**config.mk**
```make
export PLATFORM = sky130hd
export DESIGN_NAME = swrtc_slave
export DESIGN_NICKNAME = d
export VERILOG_FILES = /design/src/core/swrtc_pkg.sv /design/src/core/swrtc_slave.sv /design/src/core/swrtc_shadow.sv
export SDC_FILE = /design/constraint.sdc
export NUM_CORES = 1
export LEC_CHECK = 0
export CAP_MARGIN = 15
export CORE_ASPECT_RATIO = 1.4
export CORE_MARGIN = 2
export CORE_UTILIZATION = 46
export DETAILED_ROUTE_END_ITERATION = 7
export DONT_BUFFER_PORTS = 1
export PLACE_DENSITY = 0.7
export SETUP_SLACK_MARGIN = 0.3
export SYNTH_ARGS = -nofsm -noshare
export SYNTH_HDL_FRONTEND = slang
export SYNTH_SLANG_ARGS = --single-unit
```
**constraint.sdc**
```tcl
create_clock -name clk -period 2.8 [get_ports clk]
set_clock_uncertainty 0.2 [all_clocks]
set_input_delay 0.28 -clock clk [delete_from_list [all_inputs] [get_ports clk]]
set_output_delay 0.28 -clock clk [all_outputs]
set_load 0.03 [all_outputs]
```
**src/core/swrtc_pkg.sv**
```systemverilog
// Purpose: Shared constants, types and state layout of the single-wire
//          seconds-clock slave.
// Assumes: 40 MHz system clock, battery-domain reset.
// Notes:   Every time is kept in microseconds and turned into cycles here.
package swrtc_pkg;

    localparam int CLK_MHZ = 40;
    localparam int TW = 16;

    // Long-low detection point and presence timing
    localparam int RESET_DET_US = 480;
    localparam int PRES_WAIT_US = 30;
    localparam int PRES_LOW_US = 120;
    // Write-slot sample point and read-zero hold time
    localparam int SAMPLE_US = 30;
    localparam int HOLD_US = 30;

    localparam int RESET_DET_CYC = RESET_DET_US * CLK_MHZ;
    localparam int PRES_LOW_CYC = PRES_LOW_US * CLK_MHZ;
    localparam logic [TW-1:0] PRES_WAIT_CYC = TW'(PRES_WAIT_US * CLK_MHZ);
    localparam logic [TW-1:0] SAMPLE_CYC = TW'(SAMPLE_US * CLK_MHZ);
    localparam logic [TW-1:0] HOLD_CYC = TW'(HOLD_US * CLK_MHZ);

    // Identity-selection and clock commands
    localparam logic [7:0] CMD_READ_ID = 8'h33;
    localparam logic [7:0] CMD_SELECT_ID = 8'h55;
    localparam logic [7:0] CMD_SKIP_ID = 8'hCC;
    localparam logic [7:0] CMD_SEARCH_ID = 8'hF0;
    localparam logic [7:0] CMD_FETCH_TIME = 8'h66;
    localparam logic [7:0] CMD_STORE_TIME = 8'h99;

    // Control byte layout, last identity bit and counter byte limits
    localparam int CTRL_OSC_BIT = 3;
    localparam int CTRL_FLAG_LSB = 4;
    localparam int ID_LAST_BIT = 63;
    localparam logic [2:0] LAST_CNT_BYTE = 3'h4;
    localparam logic [2:0] WR_DONE_BYTE = 3'h5;

    // Values after reset
    localparam logic [31:0] RTC_RESET = 32'h0000_0000;
    localparam logic [3:0] FLAGS_RESET = 4'h0;
    localparam logic OSC_RESET = 1'b0;

    typedef enum logic [3:0] {
        ST_IDLE, ST_RST_LOW, ST_PRES_WAIT, ST_PRES_LOW, ST_ROM_CMD,
        ST_ROM_READ, ST_ROM_MATCH, ST_SEARCH, ST_FUNC_CMD, ST_READ_CLK,
        ST_WRITE_CLK
    } swrtc_state_t;

    typedef struct packed {
        logic snap;
        logic [31:0] snap_val;
        logic we;
        logic [1:0] waddr;
        logic [7:0] wdata;
        logic [1:0] raddr;
    } swrtc_buf_req_t;

    typedef struct packed {
        swrtc_state_t st;
        logic dq_s1;
        logic dq_s2;
        logic dq_prev;
        logic [TW-1:0] low_cnt;
        logic [TW-1:0] tcnt;
        logic in_slot;
        logic oe_n;
        logic dq_out;
        logic [2:0] bcnt;
        logic [5:0] bidx;
        logic [1:0] sub;
        logic [2:0] bnum;
        logic [7:0] sh;
        logic [1:0] load;
        logic wr_pend;
        logic [31:0] rtc;
        logic osc;
        logic [3:0] flags;
    } swrtc_regs_t;

endpackage

```
**src/core/swrtc_slave.sv**
```systemverilog
// Purpose: Slave end of a single-wire open-drain link for a seconds clock.
// Assumes: sec_tick is a one-cycle pulse per second on clk; the line is
//          pulled up outside; rst_n comes only from the battery supply.
// Notes:   Slot timing is measured from the synchronised falling edge.
`timescale 1ns/100ps
module swrtc_slave
    import swrtc_pkg::*;
#(
    // Identity value is arbitrary
    parameter logic [63:0] DEV_ID = 64'h5AC3_0000_0001_2345,
    parameter logic [TW-1:0] RESET_CYC = TW'(RESET_DET_CYC),
    parameter logic [TW-1:0] PRES_CYC = TW'(PRES_LOW_CYC)
) (
    input wire logic clk,
    input wire logic rst_n,
    input wire logic dq_in,
    output logic dq_out,
    output logic dq_oe_n,
    input wire logic sec_tick,
    output logic [31:0] rtc_count,
    output logic osc_run,
    output logic [3:0] user_flag_bits
);

    swrtc_regs_t q;
    swrtc_regs_t d;
    swrtc_buf_req_t req;
    logic [7:0] buf_rdata;
    logic [31:0] buf_word;
    logic fall;
    logic tx_mode;
    logic tx_bit;
    logic slot_end;
    logic rx_bit;
    logic [7:0] rx_byte;
    logic rx_done;
    logic byte_st;
    logic slotted;
    logic id_bit;
    logic long_low;
    logic [7:0] ctrl_byte;

    swrtc_shadow u_shadow (
        .clk(clk),
        .rst_n(rst_n),
        .req(req),
        .rdata(buf_rdata),
        .word(buf_word)
    );

    always_comb begin
        d = q;
        req = '0;
        req.snap_val = q.rtc;
        req.raddr = 2'(q.bnum - 3'h1);
        ctrl_byte = {q.flags, q.osc, q.osc, 2'b00};
        d.dq_s1 = dq_in;
        d.dq_s2 = q.dq_s1;
        d.dq_prev = q.dq_s2;
        d.dq_out = 1'b0;
        fall = q.dq_prev && !q.dq_s2;
        id_bit = DEV_ID[q.bidx];
        rx_bit = q.dq_s2;
        rx_byte = {rx_bit, q.sh[7:1]};
        long_low = !q.dq_s2 && q.low_cnt == RESET_CYC - TW'(1);
        // Oscillator off leaves the counter as plain storage
        if (sec_tick && q.osc) begin
            d.rtc = q.rtc + 32'h0000_0001;
        end
        if (q.dq_s2) begin
            d.low_cnt = '0;
        end else if (q.low_cnt != RESET_CYC) begin
            d.low_cnt = q.low_cnt + TW'(1);
        end
        tx_mode = q.st == ST_ROM_READ || q.st == ST_READ_CLK ||
                  (q.st == ST_SEARCH && q.sub != 2'h2);
        if (q.st == ST_READ_CLK) begin
            tx_bit = q.sh[0];
        end else begin
            tx_bit = id_bit ^ (q.sub == 2'h1);
        end
        slot_end = q.in_slot &&
                   q.tcnt == (tx_mode ? HOLD_CYC : SAMPLE_CYC);
        rx_done = slot_end && !tx_mode && q.bcnt == 3'h7;
        byte_st = q.st == ST_ROM_CMD || q.st == ST_FUNC_CMD ||
                  q.st == ST_READ_CLK || q.st == ST_WRITE_CLK;
        slotted = byte_st || q.st == ST_ROM_READ || q.st == ST_ROM_MATCH ||
                  q.st == ST_SEARCH;

        // Own low drive cannot retrigger: no new slot while one is open
        if (slotted && fall && !q.in_slot) begin
            d.in_slot = 1'b1;
            d.tcnt = '0;
            d.oe_n = !(tx_mode && !tx_bit);
        end else if (q.in_slot) begin
            d.tcnt = q.tcnt + TW'(1);
            if (slot_end) begin
                d.in_slot = 1'b0;
                d.oe_n = 1'b1;
                if (byte_st) begin
                    d.bcnt = q.bcnt + 3'h1;
                    d.sh = tx_mode ? {q.sh[0], q.sh[7:1]} : rx_byte;
                end
            end
        end

        case (q.st)
            ST_IDLE: begin
            end
            ST_RST_LOW: begin
                if (q.dq_s2) begin
                    d.st = ST_PRES_WAIT;
                    d.tcnt = '0;
                end
            end
            ST_PRES_WAIT: begin
                d.tcnt = q.tcnt + TW'(1);
                if (q.tcnt == PRES_WAIT_CYC - TW'(1)) begin
                    d.st = ST_PRES_LOW;
                    d.tcnt = '0;
                    d.oe_n = 1'b0;
                end
            end
            ST_PRES_LOW: begin
                d.tcnt = q.tcnt + TW'(1);
                if (q.tcnt == PRES_CYC - TW'(1)) begin
                    d.st = ST_ROM_CMD;
                    d.oe_n = 1'b1;
                    d.bcnt = '0;
                    d.in_slot = 1'b0;
                end
            end
            ST_ROM_CMD: begin
                if (rx_done) begin
                    d.bidx = '0;
                    d.sub = '0;
                    case (rx_byte)
                        CMD_READ_ID: d.st = ST_ROM_READ;
                        CMD_SELECT_ID: d.st = ST_ROM_MATCH;
                        CMD_SKIP_ID: d.st = ST_FUNC_CMD;
                        CMD_SEARCH_ID: d.st = ST_SEARCH;
                        default: d.st = ST_IDLE;
                    endcase
                end
            end
            ST_ROM_READ: begin
                if (slot_end) begin
                    d.bidx = q.bidx + 6'h1;
                    if (q.bidx == 6'(ID_LAST_BIT)) begin
                        d.st = ST_FUNC_CMD;
                    end
                end
            end
            ST_ROM_MATCH: begin
                if (slot_end) begin
                    d.bidx = q.bidx + 6'h1;
                    if (rx_bit != id_bit) begin
                        d.st = ST_IDLE;
                    end else if (q.bidx == 6'(ID_LAST_BIT)) begin
                        d.st = ST_FUNC_CMD;
                    end
                end
            end
            ST_SEARCH: begin
                if (slot_end) begin
                    d.sub = q.sub + 2'h1;
                    if (q.sub == 2'h2) begin
                        d.sub = '0;
                        d.bidx = q.bidx + 6'h1;
                        if (rx_bit != id_bit) begin
                            d.st = ST_IDLE;
                        end else if (q.bidx == 6'(ID_LAST_BIT)) begin
                            d.st = ST_FUNC_CMD;
                        end
                    end
                end
            end
            ST_FUNC_CMD: begin
                if (rx_done) begin
                    d.bnum = '0;
                    // Store also snapshots, so a short write keeps old bytes
                    req.snap = rx_byte == CMD_FETCH_TIME ||
                               rx_byte == CMD_STORE_TIME;
                    case (rx_byte)
                        CMD_FETCH_TIME: begin
                            d.st = ST_READ_CLK;
                            d.sh = ctrl_byte;
                        end
                        CMD_STORE_TIME: d.st = ST_WRITE_CLK;
                        default: d.st = ST_IDLE;
                    endcase
                end
            end
            ST_READ_CLK: begin
                if (slot_end && q.bcnt == 3'h7) begin
                    // Wrap to the control byte with no fresh snapshot
                    d.bnum = (q.bnum == LAST_CNT_BYTE) ? 3'h0 :
                             q.bnum + 3'h1;
                    d.load = 2'h2;
                end
                if (q.load != 2'h0) begin
                    d.load = q.load - 2'h1;
                end
                if (q.load == 2'h1) begin
                    d.sh = (q.bnum == 3'h0) ? ctrl_byte : buf_rdata;
                end
            end
            ST_WRITE_CLK: begin
                if (rx_done) begin
                    if (q.bnum == 3'h0) begin
                        d.osc = rx_byte[CTRL_OSC_BIT];
                        d.flags = rx_byte[7:CTRL_FLAG_LSB];
                        d.wr_pend = 1'b1;
                    end else if (q.bnum != WR_DONE_BYTE) begin
                        req.we = 1'b1;
                        req.waddr = 2'(q.bnum - 3'h1);
                        req.wdata = rx_byte;
                    end
                    if (q.bnum != WR_DONE_BYTE) begin
                        d.bnum = q.bnum + 3'h1;
                    end
                end
            end
            default: d.st = ST_IDLE;
        endcase

        // Long low restarts the link and loads a pending write into the clock; flags stay intact
        if (long_low) begin
            d.st = ST_RST_LOW;
            d.in_slot = 1'b0;
            d.oe_n = 1'b1;
            d.load = '0;
            if (q.wr_pend) begin
                d.rtc = buf_word;
                d.wr_pend = 1'b0;
            end
        end
    end

    always_ff @(posedge clk) begin
        if (!rst_n) begin
            q <= '0;
            q.st <= ST_IDLE;
            q.dq_s1 <= 1'b1;
            q.dq_s2 <= 1'b1;
            q.dq_prev <= 1'b1;
            q.oe_n <= 1'b1;
            q.rtc <= RTC_RESET;
            q.osc <= OSC_RESET;
            q.flags <= FLAGS_RESET;
        end else begin
            q <= d;
        end
    end

    assign dq_out = q.dq_out;
    assign dq_oe_n = q.oe_n;
    assign rtc_count = q.rtc;
    assign osc_run = q.osc;
    assign user_flag_bits = q.flags;
endmodule

```
**src/core/swrtc_shadow.sv**
```systemverilog
// Purpose: Four-byte shadow read/write buffer between bus and counter.
// Assumes: Snapshot and byte write never needed in the same cycle.
// Notes:   Read data are registered, so they trail raddr by one cycle.
`timescale 1ns/100ps
module swrtc_shadow
    import swrtc_pkg::*;
(
    input wire logic clk,
    input wire logic rst_n,
    input wire swrtc_buf_req_t req,
    output logic [7:0] rdata,
    output logic [31:0] word
);

    typedef struct packed {
        logic [3:0][7:0] bytes;
        logic [7:0] rdata;
    } swrtc_shadow_t;

    swrtc_shadow_t q;
    swrtc_shadow_t d;

    always_comb begin
        d = q;
        for (int i = 0; i < 4; i++) begin
            if (req.snap) begin
                d.bytes[i] = req.snap_val[8*i +: 8];
            end else if (req.we && req.waddr == 2'(i)) begin
                d.bytes[i] = req.wdata;
            end
        end
        d.rdata = q.bytes[req.raddr];
    end

    always_ff @(posedge clk) begin
        if (!rst_n) begin
            q <= '0;
        end else begin
            q <= d;
        end
    end

    assign rdata = q.rdata;
    assign word = q.bytes;

endmodule

```
Word level (Yosys, flattened, before mapping):

Memory sizes are Yosys's and may differ from the RTL's. A register that Yosys moved wholly into a read port is not among the register bits.
Cells that the tools add are included.

* register bits after elaboration: 144
* bits in read-only memories: 64
* bits of input ports: 4
* output and inout port bits: 39
* word-level logic and storage cells: 228
* memories: 1

* add/subtract/negate cells: 9
* order comparisons: 2
* eq/ne operators: 56
* muxes and demuxes: 80
* bitwise logic cells: 3
* reduce and logical (&&, ||, !) cells: 52

Memories
* (name not given): words 64, bits a word 1, rd ports 1, clocked after Yosys merged registers in 1, wr ports 0, line swrtc_slave.sv:62 `id_bit = DEV_ID[q.bidx];`

Operator list (number)
* $mux 8: 20
* $mux 33: 2
* $mux 11: 5
* $pmux 16 s3: 1
* $mux 4: 11
* $mux 18: 2
* $pmux 4 s9: 1
* $add 16x1->16 const B: 2
* $add 32x1->32 const B: 1
* $eq 16x11->1 const B: 2
* $mux 16: 2
* $mux 32: 1
* $mux 3: 10
* $ne 3x3->1 const B: 9
* $eq 8x8->1 const B: 3
* $ne 2x2->1 const B: 10
* $reduce_and 10->1: 2
* $mux 6: 3
* $pmux 6 s3: 1
* $bmux 8 s2: 1
* $eq 16x13->1 const B: 1
* $eq 16x15->1 const B: 1
* $eq 4x3->1 const B: 4
* $eq 8x7->1 const B: 2
* other kinds (41): 105

Logic depth before layout (Yosys ltp):

* depth in word-level cells: 13
* gate-level depth with buffers: 11
* gate-level depth less buffers: 9

Cells and area by module:

From an unflattened synthesis, not the netlist that was laid out.

* cells, all modules: 945
* area, all modules: 8015.2 um2

Modules (own cells, without submodules)
* swrtc_slave: instances 1, cells an instance 768, area each 6064.6 um2, sequential area each 2082.0 um2
* swrtc_shadow: instances 1, cells an instance 177, area each 1950.6 um2, sequential area each 800.8 um2

Least setup slack after synthesis:

OpenSTA, ideal clock, no wires.

* kind: register -> register
* from: register q[76] (netlist name)
* to: register q[100] (netlist name)
* setup time: 122 ps
* arrival: 2519 ps
* data required time: 2478 ps
* path slack: -41 ps
* stages on the path, launching flop included: 7
* path buffers: 0
* period minus slack after synthesis: 2841 ps
* cell sequence: dfxtp_1 or4_4 or3_4 o41a_4 a221oi_4 nand2_2 o311a_1

* word-level cells in the longest chain between the ends: 6
* elaborated cells between the ends (all ways): 14
* classes of those cells: eq/ne (10); reduce/logical (4)

Ends and longest elaborated chain
* start, declared: line swrtc_slave.sv:25 `swrtc_regs_t q;`
* $eq 16x11->1: line swrtc_slave.sv:83 `q.tcnt == (tx_mode ? HOLD_CYC : SAMPLE_CYC);`
* $logic_and 1x1->1: line swrtc_slave.sv:82 `slot_end = q.in_slot &&`
* $logic_and 1x1->1 (2 in series): line swrtc_slave.sv:84 `rx_done = slot_end && !tx_mode && q.bcnt == 3'h7;`
* $ne 3x3->1 (no line)
* $reduce_and 10->1 (no line) *

Mark *: on every way between the ends. The rest lies on a longest branch, timed or not.
A chain may end at the register's enable or synchronous reset.

Worst setup path after layout:

* from: register q[80] (netlist name)
* to: register q[101] (netlist name)

* word-level cells in the longest chain between the ends: 6
* elaborated cells between the ends (all ways): 14
* classes of those cells: eq/ne (10); reduce/logical (4)

Ends and longest elaborated chain (line)
* $eq 16x11->1: swrtc_slave.sv:83
* $logic_and 1x1->1: swrtc_slave.sv:82
* $logic_and 1x1->1 (2 in series): swrtc_slave.sv:84
* $ne 2x2->1 (no line)
* $reduce_and 10->1 (no line) *

Marks and branches as above.

==> flow_summary.ini <==
[grt]
grt_pass1_wl_um = 32910
grt_max_degree = 67
gr-total-overflow = 0
track_usage_pct = 23.07
grt_pass1_vias = 6597
antenna_found_initial = 0

[yosys]
syn_inst = 930
synth-edff-count = 0
synth_most_common_cell = dfxtp_1
ys_ff_latch = 144
synthTopCellsByArea = dfxtp_1, mux2i_1, a21oi_1, nor2_1, o21ai_0
synth_top_area_share_pct = 36.83
synth_nets = 948
ys.warnings.count = 0
synth_common_cells = dfxtp_1, nor2_1, a21oi_1
yosys.area.top_type = dfxtp_1
synth-async-reset-ratio_pct = 0
ys_types = 67
yosysSeqAreaShare_pct = 36.83
synth_area_mm2 = 0.007828
ys.flop_type = dfxtp_1
syn_avg_cell_area_um2 = 8.417

[placement]
dpl.cell_count = 1119
numPortBuffers = 0
dp_hpwl_um = 14120
routabilityCongestion = 0.8749

[cts]
clock_latency_ns = 0.43
clockBufferDepth = 2
numCtsBuffers = 17
tritoncts = done
cts.sinks = 144
clk_pin_slew_ns = 0.06
cts-htree-levels = 4
root_buffer = clkbuf_16

[floorplan]
ios = 43
core_area_mm2 = 0.01675
die_x_um = 114.2
rows = 56
start_util_pct = 46.74
dieArea_mm2 = 0.01809
die_h_um = 158.3

[worst_setup_path]
cp-start-kind = flop
path_cells = or4_4 > or3_4 > o41a_4 > a221oi_4 > buf_4 > nor2_2 > a311oi_1
cpPeakStageDelay_ns = 0.58
cp-end-kind = flop
arrival_ns = 2.95
worstPathBufferInverterCount = 1
crit_required_ns = 2.94
crit_family = simple AND/OR/NAND/NOR gates
path_class = flop to flop
cp_slowest_cell = or4_4
crit_fanout = 5

[layout]
antenna_cells = 0
utilization_pct = 55.23
fillers = 1473
drive_gt1_share_pct = 20.69
ff_latch_area_mm2 = 0.002888
multi_input_area_mm2 = 0.004632
post_layout_nonfiller_instances = 1165
nets = 967
area_growth_pct = 18.16

[min_path]
hp-class = primary input to flop

[sta]
worst_slack_ns = -0.007209
finalSetupViolCount = 1
slew_viol_final = 0
tightest_slew_ns = 0.6458
max_freq_mhz = 356.2
min_period_over_period_pct = 100.3
min_period_ns = 2.807
slew_headroom_pct = 56.95
final-hold-violation-count = 0
rsz0062_at_grt = yes

[detailed_routing]
ant_nets = 0
drt_iter0_drc = 489
vias_per_cell = 5.951
num_vias = 6933
first_pass_iters = 5
routed_wl_um = 21080
wl_per_cell_um = 18.10
drc = 0

[pwr]
p_per_area_mw_per_mm2 = 531.4
p_clk_share_pct = 51.0
leakage_nw = 3.497
p_int_mw = 3.710
combPwrFrac_pct = 6.7
p_switching_mw = 1.204
seqPwrFrac_pct = 42.3
total_power_mw = 4.914
peakVddDrop_v = 0.0004042
switching_share_pct = 24.50

[status]
status = finished with violations
violations = negative setup slack

[run]
drv_cap = 0
## sequential cells by signal, indices dropped and copies added, names as in the netlist
signal,cells
id_bit,1
u_shadow.word,32
u_shadow.rdata,8
osc_run,1
d,1
user_flag_bits,4
rtc_count,32
dq_oe_n,1
rx_bit,1
q,63
## worst paths after layout
kind / slack (ns) / startpoint / depth (start not counted) / end
max: -0.007 / q[80] / 7 / q[101]
max reg2reg: -0.007 / q[80] / 7 / q[101]
min: 0.11 / rst_n / 4 / q[56]
min reg2reg: 0.22 / d[98] / 1 / rx_bit
## cell type report
| type | instances | share of cell area, % |
|---|---|---|
| multi-input cells | 674 | 50.08 |
| well taps | 203 | 2.746 |
| clock buffers | 17 | 4.600 |
| flip-flops and latches | 144 | 31.22 |
| inverters | 24 | 0.9740 |
| clock inverters | 15 | 2.394 |
| repair buffers | 88 | 7.982 |
## worst reg2reg max path: stages (launching register included)
cell and delay (ns):
dfxtp_2 0.33, or4_4 0.58, or3_4 0.40, o41a_4 0.41
a221oi_4 0.40, buf_4 0.20, nor2_2 0.04, a311oi_1 0.18
## power groups by stage
stage	Combinational (mW)	Sequential, mW	Clock [mW]
3_5_place_dp	0.220	2.12	0
5_1_grt	0.355	2.08	2.61
2_1_floorplan	0.179	2.11	0
3_3_place_gp	0.218	2.12	0
4_1_cts	0.269	2.07	2.54
6_report	0.330	2.08	2.51
## routing by layer
layer  up-vias  track usage (%)  wire length [um]
met2       214            42.21             11220
met4         0            11.21               772
met3        56            4.682               876
met1      3317            25.26              8218
met5         -                0                 0
li1       3346                -                 -
## per-stage QoR
| step | hold slack, ns | cell area, um2 | TNS, ns | setup slack (ns) |
|---|---|---|---|---|
| after global placement | 0.1684 | 8210 | 0 | 0.06008 |
| after CTS | 0.08198 | 9017 | 0 | 0.05307 |
| after floorplan | 0.1815 | 7870 | 0 | 0.1353 |
| final | 0.1080 | 9249 | -0.007209 | -0.007209 |
| after global routing | 0.1580 | 9249 | -0.4255 | -0.07236 |
| after detailed placement | 0.1704 | 8210 | 0 | 0.03412 |
## placed cells by master (no fill, tap or decap), types with 11 or more instances in the layout
cell type,synthesis,layout
dfxtp_1,144,140
nor2_1,96,93
buf_4,37,71
a21oi_1,80,69
o21ai_0,65,59
nand2_1,56,54
mux2i_1,45,45
nand3_1,47,44
xor2_1,30,30
inv_1,22,22
xnor2_1,22,22
a211oi_1,20,19
clkbuf_16,0,17
and2_1,17,15
ha_1,14,14
nor3_1,16,13
nand4_1,12,12
and3_1,13,12
buf_6,0,12
a21oi_2,1,11
## what timing repair did
action | 4_1_cts | 5_1_grt
setup buffers | 4 | 4
pin swaps | 19 | 39
endpoints found under the setup margin | 59 | 79
hold buffers | 4 | 0
resized for setup | 16 | 56
gates cloned | 1 | 1
endpoints found under the hold margin | 84 | 0
## cell families (layout without fill, tap and decap cells)
logic type | count (synthesis) | in the layout | share of synthesized area, %
simple gates | 327 | 327 | 21.23
compound gates | 218 | 218 | 17.31
flops | 144 | 144 | 36.83
buf+inv | 112 | 144 | 7.177
mux | 62 | 62 | 9.351
xor+xnor | 52 | 52 | 5.818
fa+ha+maj | 14 | 14 | 2.238
other cells | 1 | 1 | 0.04791
(Power assumes the default switching activity.)
